`src/hdl/atp_pkg.sv`:
```
package atp_pkg;

  // ----------------------------------------------------------------
  // Register byte addresses (printed offsets, each times four)
  // ----------------------------------------------------------------
  localparam logic [7:0] ADDR_TIMER_CTRL_STATUS = 8'h34;  // printed 0D
  localparam logic [7:0] ADDR_COUNT_HIGH        = 8'h38;  // printed 0E
  localparam logic [7:0] ADDR_COUNT_LOW         = 8'h3C;  // printed 0F
  localparam logic [7:0] ADDR_RELOAD_HIGH       = 8'h40;  // printed 10
  localparam logic [7:0] ADDR_RELOAD_LOW        = 8'h44;  // printed 11
  localparam logic [7:0] ADDR_OUTPUT_CONTROL    = 8'h48;  // printed 12
  localparam logic [7:0] ADDR_WAVEFORM_STATUS   = 8'h4C;  // printed 13
  localparam logic [7:0] ADDR_DUTY_HIGH         = 8'h5C;  // printed 17
  localparam logic [7:0] ADDR_DUTY_LOW          = 8'h60;  // printed 18

  // ----------------------------------------------------------------
  // Field positions
  // ----------------------------------------------------------------
  localparam int BIT_CMP_IRQ_EN  = 0;
  localparam int BIT_OVF_IRQ_EN  = 1;
  localparam int BIT_OVF_FLAG    = 2;
  localparam int BIT_CLK_SEL_LO  = 3;
  localparam int BIT_CLK_SEL_HI  = 4;
  localparam int BIT_POLARITY    = 1;
  localparam int BIT_CMP_FLAG    = 0;
  localparam int BIT_OUT_ENABLE  = 0;

  // ----------------------------------------------------------------
  // Widths, reset values and timing
  // ----------------------------------------------------------------
  localparam int          CNT_W         = 12;
  localparam logic [11:0] CNT_MAX       = 12'hFFF;
  localparam logic [11:0] CNT_RESET     = 12'h000;
  localparam logic [7:0]  REG_RESET     = 8'h00;
  localparam int          SLOW_DIVIDE   = 32;
  localparam int          CLK_HZ        = 25_000_000;
  localparam int          TIMEBASE_US   = 1000;
  localparam int          TIMEBASE_CYC  = CLK_HZ / 1_000_000 * TIMEBASE_US;

  // Clock select codes
  localparam logic [1:0] CLK_SEL_OFF      = 2'h0;
  localparam logic [1:0] CLK_SEL_TIMEBASE = 2'h1;
  localparam logic [1:0] CLK_SEL_CPU      = 2'h2;

  // Power mode inputs grouped
  typedef struct packed {
    logic slow;
    logic wait_mode;
    logic halt;
    logic active_halt;
  } atp_power_type;

  // Interrupt request pair
  typedef struct packed {
    logic overflow;
    logic compare;
  } atp_irq_type;

endpackage : atp_pkg

```
`src/hdl/atp_divider.sv`:
```
`timescale 1ns/1ps
// Divider gated by run_in, producing a one-cycle enable every DIVIDE cycles that run_in is high
module atp_divider #(
  parameter int DIVIDE = 32
) (
  // Clock and reset
  input  wire logic ref_clk_in,
  input  wire logic rst_b_in,
  // Control
  input  wire logic run_in,
  // Enable pulse
  output logic      tick_out
);

  localparam int W = (DIVIDE > 1) ? $clog2(DIVIDE) : 1;
  localparam logic [W-1:0] LAST = W'(DIVIDE - 1);

  logic [W-1:0] count_reg;
  wire          at_last = (count_reg == LAST);

  // Count and wrap while running
  always_ff @(posedge ref_clk_in) begin
    if (!rst_b_in) begin
      count_reg <= '0;
    end else if (run_in) begin
      count_reg <= at_last ? '0 : count_reg + W'(1);
    end
  end

  assign tick_out = run_in && at_last;

endmodule : atp_divider

```
`src/hdl/atp_compare.sv`:
```
`timescale 1ns/1ps
// Compare source selection and match detection
module atp_compare (
  // Values
  input  wire logic [11:0] count_in,
  input  wire logic [11:0] duty_in,
  input  wire logic [11:0] shadow_in,
  // Control
  input  wire logic        pwm_mode_in,
  input  wire logic        armed_in,
  input  wire logic        tick_in,
  // Result
  output logic             match_out
);

  // Shadow in PWM mode, direct duty otherwise
  wire [11:0] target = pwm_mode_in ? shadow_in : duty_in;

  // Locked while low byte pending, zero never matches
  assign match_out = tick_in && armed_in && (duty_in != 12'h000)
                     && (count_in == target);

endmodule : atp_compare

```
`src/hdl/atp_timer.sv`:
```
`timescale 1ns/1ps
// What this block does
// - Output enable routes the waveform to the pin as push-pull; clear blocks it.
// - Period is counter clock times 4096 minus reload value.
// - Counter starts from zero after reset once a clock is selected.
// - Overflow loads reload, copies duty into shadow, drives waveform high unless duty equals reload.
// - In PWM mode waveform goes low when counter equals active duty.
// - Polarity bit inverts the waveform at the pin.
// - Duty high write locks compare until the low byte is written.
// - Compare mode uses duty directly, PWM mode uses the shadow.
// - In compare mode a written duty takes effect at once.
// - Counter reaching duty sets compare flag; irq only when enabled.
// - Zero duty never produces compare events.
// - Every overflow copies duty to shadow even with low byte pending.
// - Slow divides counter clock by 32; wait no effect; halt stops.
// - Active-halt stops timer unless timebase clock and overflow irq enabled.
// - Overflow and compare drive separate requests, flag and enable both set.
// - Clock select 00 off, 01 timebase, 10 CPU, 11 reserved; reset clears.
// - Wrap from maximum sets overflow flag; status read clears it.
// - Reading waveform status register clears the compare flag.
// - Output enable clear releases the pin for general purpose use.
module atp_timer #(
  parameter int TIMEBASE_CYCLES = atp_pkg::TIMEBASE_CYC
) (
  // Clock and reset
  input  wire logic                  ref_clk_in,
  input  wire logic                  rst_b_in,
  // APB slave
  input  wire logic                  psel_in,
  input  wire logic                  penable_in,
  input  wire logic                  pwrite_in,
  input  wire logic [7:0]            paddr_in,
  input  wire logic [31:0]           pwdata_in,
  output logic      [31:0]           prdata_out,
  output logic                       pready_out,
  output logic                       pslverr_out,
  // Power modes
  input  wire atp_pkg::atp_power_type power_in,
  // Pin and requests
  output logic                       waveform_output_out,
  output logic                       waveform_output_oe_out,
  output atp_pkg::atp_irq_type       irq_out,
  output logic                       wake_out
);

  // ----------------------------------------------------------------
  // Registers
  // ----------------------------------------------------------------
  logic [11:0] upcounter_value_reg;
  logic [11:0] reload_value_reg;
  logic [11:0] duty_value_reg;
  logic [11:0] shadow_reg;
  logic        armed_reg;
  logic [1:0]  clock_select_reg;
  logic        overflow_flag_reg;
  logic        overflow_irq_enable_reg;
  logic        compare_irq_enable_reg;
  logic        compare_match_flag_reg;
  logic        output_polarity_reg;
  logic        pwm_output_enable_reg;
  logic        wave_reg;
  logic [31:0] rdata_reg;

  // ----------------------------------------------------------------
  // Bus decode
  // ----------------------------------------------------------------
  wire access    = psel_in && penable_in;
  wire wr        = access && pwrite_in;
  wire rd        = access && !pwrite_in;
  wire [7:0] wb  = pwdata_in[7:0];
  wire hit_ctrl  = (paddr_in == atp_pkg::ADDR_TIMER_CTRL_STATUS);
  wire hit_cnth  = (paddr_in == atp_pkg::ADDR_COUNT_HIGH);
  wire hit_cntl  = (paddr_in == atp_pkg::ADDR_COUNT_LOW);
  wire hit_relh  = (paddr_in == atp_pkg::ADDR_RELOAD_HIGH);
  wire hit_rell  = (paddr_in == atp_pkg::ADDR_RELOAD_LOW);
  wire hit_outc  = (paddr_in == atp_pkg::ADDR_OUTPUT_CONTROL);
  wire hit_wsts  = (paddr_in == atp_pkg::ADDR_WAVEFORM_STATUS);
  wire hit_dutyh = (paddr_in == atp_pkg::ADDR_DUTY_HIGH);
  wire hit_dutyl = (paddr_in == atp_pkg::ADDR_DUTY_LOW);
  wire mapped    = hit_ctrl | hit_cnth | hit_cntl | hit_relh | hit_rell
                   | hit_outc | hit_wsts | hit_dutyh | hit_dutyl;

  // Read mux, reserved bits zero
  wire [7:0] rmux =
      hit_ctrl  ? {3'h0, clock_select_reg, overflow_flag_reg,
                   overflow_irq_enable_reg, compare_irq_enable_reg} :
      hit_cnth  ? {4'h0, upcounter_value_reg[11:8]} :
      hit_cntl  ? upcounter_value_reg[7:0] :
      hit_relh  ? {4'h0, reload_value_reg[11:8]} :
      hit_rell  ? reload_value_reg[7:0] :
      hit_outc  ? {7'h00, pwm_output_enable_reg} :
      hit_wsts  ? {6'h00, output_polarity_reg, compare_match_flag_reg} :
      hit_dutyh ? {4'h0, duty_value_reg[11:8]} :
      hit_dutyl ? duty_value_reg[7:0] : 8'h00;

  assign pready_out  = 1'b1;
  assign pslverr_out = access && !mapped;
  assign prdata_out  = rdata_reg;

  // ----------------------------------------------------------------
  // Counter clock generation
  // ----------------------------------------------------------------
  logic tb_tick;
  logic slow_tick;
  logic cnt_tick;

  // Companion timebase, counts unless halted
  atp_divider #(.DIVIDE(TIMEBASE_CYCLES)) u_timebase (
    .ref_clk_in (ref_clk_in),
    .rst_b_in   (rst_b_in),
    .run_in     (!power_in.halt),
    .tick_out   (tb_tick)
  );

  wire sel_tb  = (clock_select_reg == atp_pkg::CLK_SEL_TIMEBASE);
  wire sel_cpu = (clock_select_reg == atp_pkg::CLK_SEL_CPU);
  wire raw_tick = (sel_tb && tb_tick) || sel_cpu;

  // Halt stops, active-halt keeps only timebase with overflow irq
  wire ah_keep  = sel_tb && overflow_irq_enable_reg;
  wire running  = !power_in.halt && (!power_in.active_halt || ah_keep);

  // Slow mode divides the selected clock by 32
  atp_divider #(.DIVIDE(atp_pkg::SLOW_DIVIDE)) u_slow (
    .ref_clk_in (ref_clk_in),
    .rst_b_in   (rst_b_in),
    .run_in     (raw_tick && running && power_in.slow),
    .tick_out   (slow_tick)
  );

  assign cnt_tick = running && (power_in.slow ? slow_tick : raw_tick);

  // ----------------------------------------------------------------
  // Counter, overflow and compare
  // ----------------------------------------------------------------
  wire wrap = cnt_tick && (upcounter_value_reg == atp_pkg::CNT_MAX);
  logic match;

  atp_compare u_compare (
    .count_in    (upcounter_value_reg),
    .duty_in     (duty_value_reg),
    .shadow_in   (shadow_reg),
    .pwm_mode_in (pwm_output_enable_reg),
    .armed_in    (armed_reg),
    .tick_in     (cnt_tick),
    .match_out   (match)
  );

  wire [11:0] cnt_next = wrap ? reload_value_reg
                              : upcounter_value_reg + 12'h001;

  // Counter from zero at reset
  always_ff @(posedge ref_clk_in) begin
    if (!rst_b_in) begin
      upcounter_value_reg <= atp_pkg::CNT_RESET;
    end else if (cnt_tick) begin
      upcounter_value_reg <= cnt_next;
    end
  end

  // Shadow copied at every overflow, pending or not
  always_ff @(posedge ref_clk_in) begin
    if (!rst_b_in) begin
      shadow_reg <= atp_pkg::CNT_RESET;
    end else if (wrap) begin
      shadow_reg <= duty_value_reg;
    end
  end

  // Look-ahead on the next count, so the pin is already low while the count equals duty
  // Shadow takes the duty value at the wrap, so the wrap compares against duty
  wire [11:0] wave_target = wrap ? duty_value_reg : shadow_reg;
  wire        wave_low    = cnt_tick && armed_reg && pwm_output_enable_reg
                            && (cnt_next == wave_target);

  // Waveform: high at overflow unless reload equals the active duty, low once the count reaches the active duty
  always_ff @(posedge ref_clk_in) begin
    if (!rst_b_in) begin
      wave_reg <= 1'b0;
    end else if (wave_low) begin
      wave_reg <= 1'b0;
    end else if (wrap) begin
      wave_reg <= 1'b1;
    end
  end

  // ----------------------------------------------------------------
  // Software registers
  // ----------------------------------------------------------------
  always_ff @(posedge ref_clk_in) begin
    if (!rst_b_in) begin
      clock_select_reg        <= 2'h0;
      overflow_irq_enable_reg <= 1'b0;
      compare_irq_enable_reg  <= 1'b0;
      reload_value_reg        <= atp_pkg::CNT_RESET;
      duty_value_reg          <= atp_pkg::CNT_RESET;
      armed_reg               <= 1'b1;
      output_polarity_reg     <= 1'b0;
      pwm_output_enable_reg   <= 1'b0;
    end else if (wr) begin
      if (hit_ctrl) begin
        clock_select_reg        <= wb[atp_pkg::BIT_CLK_SEL_HI:atp_pkg::BIT_CLK_SEL_LO];
        overflow_irq_enable_reg <= wb[atp_pkg::BIT_OVF_IRQ_EN];
        compare_irq_enable_reg  <= wb[atp_pkg::BIT_CMP_IRQ_EN];
      end
      if (hit_relh) reload_value_reg[11:8] <= wb[3:0];
      if (hit_rell) reload_value_reg[7:0]  <= wb;
      if (hit_dutyh) begin
        duty_value_reg[11:8] <= wb[3:0];
        armed_reg            <= 1'b0;
      end
      if (hit_dutyl) begin
        duty_value_reg[7:0] <= wb;
        armed_reg           <= 1'b1;
      end
      if (hit_wsts) output_polarity_reg   <= wb[atp_pkg::BIT_POLARITY];
      if (hit_outc) pwm_output_enable_reg <= wb[atp_pkg::BIT_OUT_ENABLE];
    end
  end

  // Read clears only a flag that the read actually reported
  wire setup_rd = psel_in && !penable_in && !pwrite_in;
  wire ovf_seen = rd && hit_ctrl && rdata_reg[atp_pkg::BIT_OVF_FLAG];
  wire cmp_seen = rd && hit_wsts && rdata_reg[atp_pkg::BIT_CMP_FLAG];

  // Flags: hardware set wins over read clear
  always_ff @(posedge ref_clk_in) begin
    if (!rst_b_in) begin
      overflow_flag_reg      <= 1'b0;
      compare_match_flag_reg <= 1'b0;
    end else begin
      overflow_flag_reg      <= wrap | (overflow_flag_reg & !ovf_seen);
      compare_match_flag_reg <= match | (compare_match_flag_reg & !cmp_seen);
    end
  end

  // Read data loaded in the setup cycle, so it stands through the access phase
  always_ff @(posedge ref_clk_in) begin
    if (!rst_b_in) begin
      rdata_reg <= 32'h0000_0000;
    end else if (setup_rd) begin
      rdata_reg <= {24'h00_0000, rmux};
    end
  end

  // ----------------------------------------------------------------
  // Outputs
  // ----------------------------------------------------------------
  assign waveform_output_out    = pwm_output_enable_reg &&
                                  (wave_reg ^ output_polarity_reg);
  assign waveform_output_oe_out = pwm_output_enable_reg;
  assign irq_out.overflow = overflow_flag_reg && overflow_irq_enable_reg;
  assign irq_out.compare  = compare_match_flag_reg && compare_irq_enable_reg;
  assign wake_out = (power_in.wait_mode && (irq_out.overflow || irq_out.compare))
                    || (power_in.active_halt && ah_keep && irq_out.overflow);

endmodule : atp_timer

```
`config.mk`:
```
export PLATFORM = sky130hd
export DESIGN_NAME = atp_timer
export DESIGN_NICKNAME = d
export VERILOG_FILES = /design/src/hdl/atp_pkg.sv /design/src/hdl/atp_divider.sv /design/src/hdl/atp_compare.sv /design/src/hdl/atp_timer.sv
export SDC_FILE = /design/constraint.sdc
export NUM_CORES = 1
export LEC_CHECK = 0
export ABC_AREA = 1
export BUFFER_PORTS_ARGS = -buffer_cell sky130_fd_sc_hd__buf_2
export CORE_UTILIZATION = 35
export CTS_CLUSTER_SIZE = 25
export DETAILED_ROUTE_END_ITERATION = 12
export PLACE_DENSITY = 0.58
export SYNTH_ARGS = -nofsm -noshare
export SYNTH_HDL_FRONTEND = slang
export SYNTH_HIERARCHICAL = 1
export SYNTH_SLANG_ARGS = --single-unit
```
`constraint.sdc`:
```
create_clock -name ref_clk_in -period 4.2 [get_ports ref_clk_in]
set_clock_uncertainty 0.1 [all_clocks]
set_input_delay 0.84 -clock ref_clk_in [delete_from_list [all_inputs] [get_ports ref_clk_in]]
set_output_delay 0.84 -clock ref_clk_in [all_outputs]
set_load 0.05 [all_outputs]
```
==> flow_summary.json, run 1 <==
{
  "p_switching_uw": 500.4,
  "wl_microns": 16190,
  "rows": 45,
  "grt_pass1_vias": 4872,
  "hold_viol_final": 0,
  "min_period_ns": 3.585,
  "critPathKind": "reg -> reg",
  "drcViolationCount": 0,
  "synth_compound_area_share_pct": 13.53,
  "r2r-start": "u_timebase/count_reg[0]$_SDFFE_PN0P_",
  "root_buffer": "clkbuf_16",
  "die_height_microns": 127.2,
  "dpl_worst_slack_ns": 0.2901,
  "drv_slew": 0,
  "path_clk_slew_ns": 0.07,
  "rsz0062_at_grt": "no",
  "area_growth_pct": 11.29,
  "coreArea_sq_um": 15260,
  "tightest_slew_ns": 1.140,
  "crit_path_end_kind": "flip-flop",
  "slew_headroom_pct": 23.94,
  "setup_violations": 0,
  "ys_warn_count": 6,
  "synth_xor_area_share_pct": 1.437,
  "fin_util_pct": 40.00,
  "ys_ff_latch": 86,
  "vias_per_cell": 4.779,
  "p_seq_share_pct": 45.7,
  "synth.area.top_cells": "dfxtp_1, nand2_1, inv_1",
  "syn_area_sq_um": 5484,
  "ir_drop_v": 0.0001860,
  "yosys.area.top_type": "dfxtp_1",
  "initial_core_util_pct": 35.94,
  "yosysSeqAreaShare_pct": 31.39,
  "status": "finished clean",
  "cap_violations": 0,
  "p_int_uw": 1323,
  "yosys.area_share.simple_pct": 37.67,
  "cts_sinks": 86,
  "p_per_area_nw_per_um2": 298.7,
  "crit_start": "u_timebase/count_reg[0]$_SDFFE_PN0P_",
  "placed_cells": 1135,
  "min_period_over_period_pct": 85.35,
  "synthCells": 901,
  "port_buffers": 38,
  "p_total_uw": 1823,
  "cts_hold_buf": 0,
  "instances_no_fill": 1151,
  "cts_tree": "built",
  "antenna_cells": 0,
  "layout-drive-gt1-share_pct": 9.468,
  "grt_max_degree": 48,
  "cts_buffer_depth": 2,
  "grt.total_usage_pct": 20.83,
  "die_area_sq_um": 16170,
  "cp.arrival_ns": 3.73,
  "p_leak_uw": 0.002843,
  "clock_latency_ns": 0.35,
  "min_from": "prdata_out[5]$_SDFFE_PN0P_",
  "final_nets": 988,
  "power.share.clock_pct": 45.6,
  "fin_setup_tns_ns": 0,
  "cts_resized": 0,
  "wl_per_cell_microns": 14.07,
  "power_frac_comb_pct": 8.8,
  "fp.dieW_microns": 127.2,
  "synthAdderAreaFrac_pct": 0.9126,
  "syn_area_per_cell_sq_um": 6.087,
  "first_iter_violations": 439,
  "critPathLaunchType": "flip-flop",
  "synth_mux_area_share_pct": 0.1825,
  "regArea_sq_um": 1722,
  "post_cts_buffers": 0,
  "overflow": 0,
  "fill_cells": 1687,
  "grt_pass1_wl_microns": 26020,
  "synth_top_family_by_area": "simple AND/OR/NAND/NOR gates",
  "max_freq_mhz": 279.0,
  "drt_first_pass_iters": 5,
  "htreeDepth": 3,
  "final_cell_mix": "nand2_1, inv_1, nor2_1, dfxtp_1, nand3_1",
  "layout.cells.most_common": "nand2_1",
  "synth_cell_types": 41,
  "synth_top_cell_area_share_pct": 31.39,
  "p_sw_share_pct": 27.45,
  "routabilityCongestion": 0.8888,
  "routed-via-count": 5501,
  "critPathMaxFanout": 29,
  "ant_nets": 0,
  "cts_made_buffers": 9,
  "hold_path.class": "reg -> reg",
  "cp.required_ns": 4.35,
  "io_pins": 88,
  "fin_ws_ns": 0.6152,
  "hpwl_microns": 12010,
  "antenna_found_initial": 0,
  "largest_reg_flops": 15,
  "multiInputGateArea_sq_um": 3045
}
==> layer usage <==
| layer | global-route usage (%) | up-vias | wire, microns |
|---|---|---|---|
| met5 | 0 | - | 0 |
| met4 | 7.843 | 0 | 410 |
| met3 | 4.020 | 26 | 1134 |
| met2 | 31.42 | 176 | 6938 |
| met1 | 29.31 | 2432 | 7707 |
| li1 | - | 2867 | - |
==> critical path, stage by stage, from the launching register on <==
cell and delay [ns]:
dfxtp_1 0.40, ha_1 0.27, inv_1 0.06, nor2_1 0.10
nand2_1 0.11, nor2_4 0.14, nand3_1 0.12, a211oi_1 0.28
nand2_1 0.14, inv_1 0.07, or2_2 0.09, nand2_1 0.07
nor2_4 0.14, nand2_2 0.40, o21ai_1 0.40, nand2_1 0.09
nand2_1 0.11, nand2_1 0.06, nor2_1 0.08, nand2_1 0.06
nor2_1 0.11, nor2_1 0.06
==> power groups by stage <==
stage	logic [uW]	clock network, uW	registers, uW
after floorplan	135	0	849
after global placement	159	0	851
after detailed placement	159	0	851
after CTS	159	845	832
after global routing	176	874	833
final	160	831	833
==> cells in the mapped netlist, drive strengths merged <==
cell and count:
nand4 10, dfxtp 86, nor4 1, o21bai 1, a211oi 1, buf 38, xnor2 2, nand3 68
nand2 280, or2 4, o22ai 2, o21ai 70, xor2 7, a31oi 1, nand3b 4, inv 129
nor3 8, nor2 102, o221ai 5, ha 4, o211ai 2, and3 1, clkbuf 11, clkinv 1
a21oi 59, mux2i 1, nor3b 1, conb 2
==> stage by stage <==
| step | cell area [sq um] | hold WS (ns) |
|---|---|---|
| detailed placement | 5804 | 0.3568 |
| CTS | 6103 | 0.3685 |
| finish | 6103 | 0.3654 |
| floorplan | 5570 | 0.3446 |
| global route | 6103 | 0.3855 |
| global placement | 5804 | 0.3533 |
==> cell families (layout without fill, tap and decap cells) <==
group | Yosys count | in the layout
and+or+nand+nor | 479 | 479
DFF | 86 | 86
adders and majority gates | 4 | 4
buffers and inverters | 179 | 195
AOI/OAI and AO/OA | 141 | 141
muxes | 1 | 1
xor gates and xnor gates | 9 | 9
other | 2 | 25
==> path summary, 6_finish.rpt <==
| kind | to | slack (ns) | cells after the start |
|---|---|---|---|
| worst max register to register | wave_reg$_SDFFE_PP0P_ | 0.62 | 21 |
| worst min-delay path | prdata_out[5]$_SDFFE_PN0P_ | 0.37 | 2 |
| worst min register to register | prdata_out[5]$_SDFFE_PN0P_ | 0.37 | 2 |
| worst max-delay path | wave_reg$_SDFFE_PP0P_ | 0.62 | 21 |
==> layout make-up <==
cell class | count | area share, %
Tap cell | 211 | 4.326
Inverter | 130 | 7.995
Clock buffer | 10 | 3.752
Sequential cell | 86 | 28.21
Timing Repair Buffer | 49 | 4.674
Multi-Input combinational cell | 659 | 49.90
Clock inverter | 6 | 1.148
Power figures use the tool's default switching activity.
==> run 2, diff against run 1 <==
==> constraint.sdc (replaced) <==
create_clock -name ref_clk_in -period 4.2 [get_ports ref_clk_in]
set_clock_uncertainty 0.1 [all_clocks]
set_input_delay 0.84 -clock ref_clk_in [delete_from_list [all_inputs] [get_ports ref_clk_in]]
set_output_delay 0.84 -clock ref_clk_in [all_outputs]
set_load 0.02 [all_outputs]
==> flow_summary.json, run 2 (synthesized netlist as in run 1, its figures left out) <==
{
  "status": "finished clean",
  "routabilityCongestion": 0.8742,
  "antenna_found_initial": 0,
  "clock_latency_ns": 0.35,
  "largest_reg_flops": 15,
  "instances_no_fill": 1151,
  "min_period_ns": 3.552,
  "hold_path.class": "reg -> reg",
  "grt.total_usage_pct": 21.27,
  "power.share.clock_pct": 46.5,
  "path_clk_slew_ns": 0.06,
  "die_height_microns": 127.2,
  "slew_headroom_pct": 21.26,
  "crit_path_end_kind": "flip-flop",
  "vias_per_cell": 4.766,
  "setup_violations": 0,
  "drv_slew": 0,
  "hpwl_microns": 11980,
  "cts_tree": "built",
  "drcViolationCount": 0,
  "critPathMaxFanout": 29,
  "cp.arrival_ns": 3.70,
  "wl_microns": 16130,
  "ant_nets": 0,
  "cts_buffer_depth": 2,
  "p_per_area_nw_per_um2": 294.5,
  "p_int_uw": 1334,
  "grt_pass1_vias": 4903,
  "area_growth_pct": 11.32,
  "port_buffers": 38,
  "fin_setup_tns_ns": 0,
  "cts_sinks": 86,
  "drt_first_pass_iters": 6,
  "critPathLaunchType": "flip-flop",
  "cts_made_buffers": 9,
  "p_sw_share_pct": 25.83,
  "power_frac_comb_pct": 7.2,
  "grt_pass1_wl_microns": 26290,
  "grt_max_degree": 48,
  "cap_violations": 0,
  "layout.cells.most_common": "nand2_1",
  "post_cts_buffers": 0,
  "max_freq_mhz": 281.5,
  "final_cell_mix": "nand2_1, inv_1, nor2_1, dfxtp_1, nand3_1",
  "overflow": 0,
  "layout-drive-gt1-share_pct": 9.574,
  "hold_viol_final": 0,
  "die_area_sq_um": 16170,
  "io_pins": 88,
  "cp.required_ns": 4.35,
  "cts_resized": 0,
  "first_iter_violations": 455,
  "p_leak_uw": 0.002856,
  "placed_cells": 1135,
  "ir_drop_v": 0.0001823,
  "rows": 45,
  "final_nets": 988,
  "routed-via-count": 5486,
  "fp.dieW_microns": 127.2,
  "coreArea_sq_um": 15260,
  "tightest_slew_ns": 1.180,
  "critPathKind": "reg -> reg",
  "antenna_cells": 0,
  "htreeDepth": 3,
  "rsz0062_at_grt": "no",
  "initial_core_util_pct": 35.94,
  "p_switching_uw": 464.4,
  "wl_per_cell_microns": 14.02,
  "cts_hold_buf": 0,
  "p_seq_share_pct": 46.3,
  "min_period_over_period_pct": 84.57,
  "root_buffer": "clkbuf_16"
}
-- run 2: power groups by stage --
stage	combinational [uW]	clock [uW]	sequential [uW]
2_1_floorplan	105	0	848
3_3_place_gp	128	0	851
3_5_place_dp	128	0	851
4_1_cts	128	851	833
5_1_grt	144	889	833
6_report	129	836	833
-- run 2: metal layers --
| layer | track usage (%) | up-vias | part of all wire (%) |
|---|---|---|---|
| met1 | 29.91 | 2444 | 48 |
| li1 | - | 2863 | - |
| met2 | 32.58 | 155 | 43 |
| met3 | 2.513 | 24 | 5.6 |
| met5 | 0 | - | 0 |
| met4 | 9.594 | 0 | 2.7 |
-- run 2: cell type report --
type	count	area, sq um
Clock buffer	10	239.0
Tap cell	211	264.0
Clock inverter	6	61.31
Sequential cell	86	1722
Multi-Input combinational cell	659	3045
Timing Repair Buffer	49	285.3
Inverter	130	488.0
Fill cell	1681	9154
-- run 2: path summary, 6_finish.rpt --
kind                                                           start                          to  slack, ns  cells after the start
worst max register to register  u_timebase/count_reg[0]$_SDFFE_PN0P_       wave_reg$_SDFFE_PP0P_       0.65                     21
worst min register to register            prdata_out[5]$_SDFFE_PN0P_  prdata_out[5]$_SDFFE_PN0P_       0.36                      2
worst max-delay path            u_timebase/count_reg[0]$_SDFFE_PN0P_       wave_reg$_SDFFE_PP0P_       0.65                     21
worst min-delay path                      prdata_out[5]$_SDFFE_PN0P_  prdata_out[5]$_SDFFE_PN0P_       0.36                      2
-- run 2: through the flow --
stage               hold WS, ns  instance area, sq um  power (uW)  worst slack (ns)  util (%)
finish                   0.3635                  6105        1798            0.6482     40.01
global route             0.3868                  6105        1866            0.2451     40.01
detailed placement       0.3564                  5804       979.3            0.2966     38.04
CTS                      0.3663                  6105        1812            0.6203     40.01
global placement         0.3533                  5804       978.8            0.3535     38.04
floorplan                0.3446                  5570       952.4            0.3017         -
-- run 2: worst max-delay path: stages, from the launching register on --
cell and delay (ns):
dfxtp_1 0.38, ha_1 0.27, inv_1 0.06, nor2_1 0.10, nand2_1 0.11, nor2_4 0.14
nand3_1 0.11, a211oi_1 0.28, nand2_1 0.13, inv_1 0.06, or2_2 0.09, nand2_1 0.07
nor2_4 0.15, nand2_2 0.41, o21ai_1 0.38, nand2_1 0.10, nand2_1 0.10, nand2_1 0.05
nor2_1 0.08, nand2_1 0.06, nor2_1 0.12, nor2_1 0.06
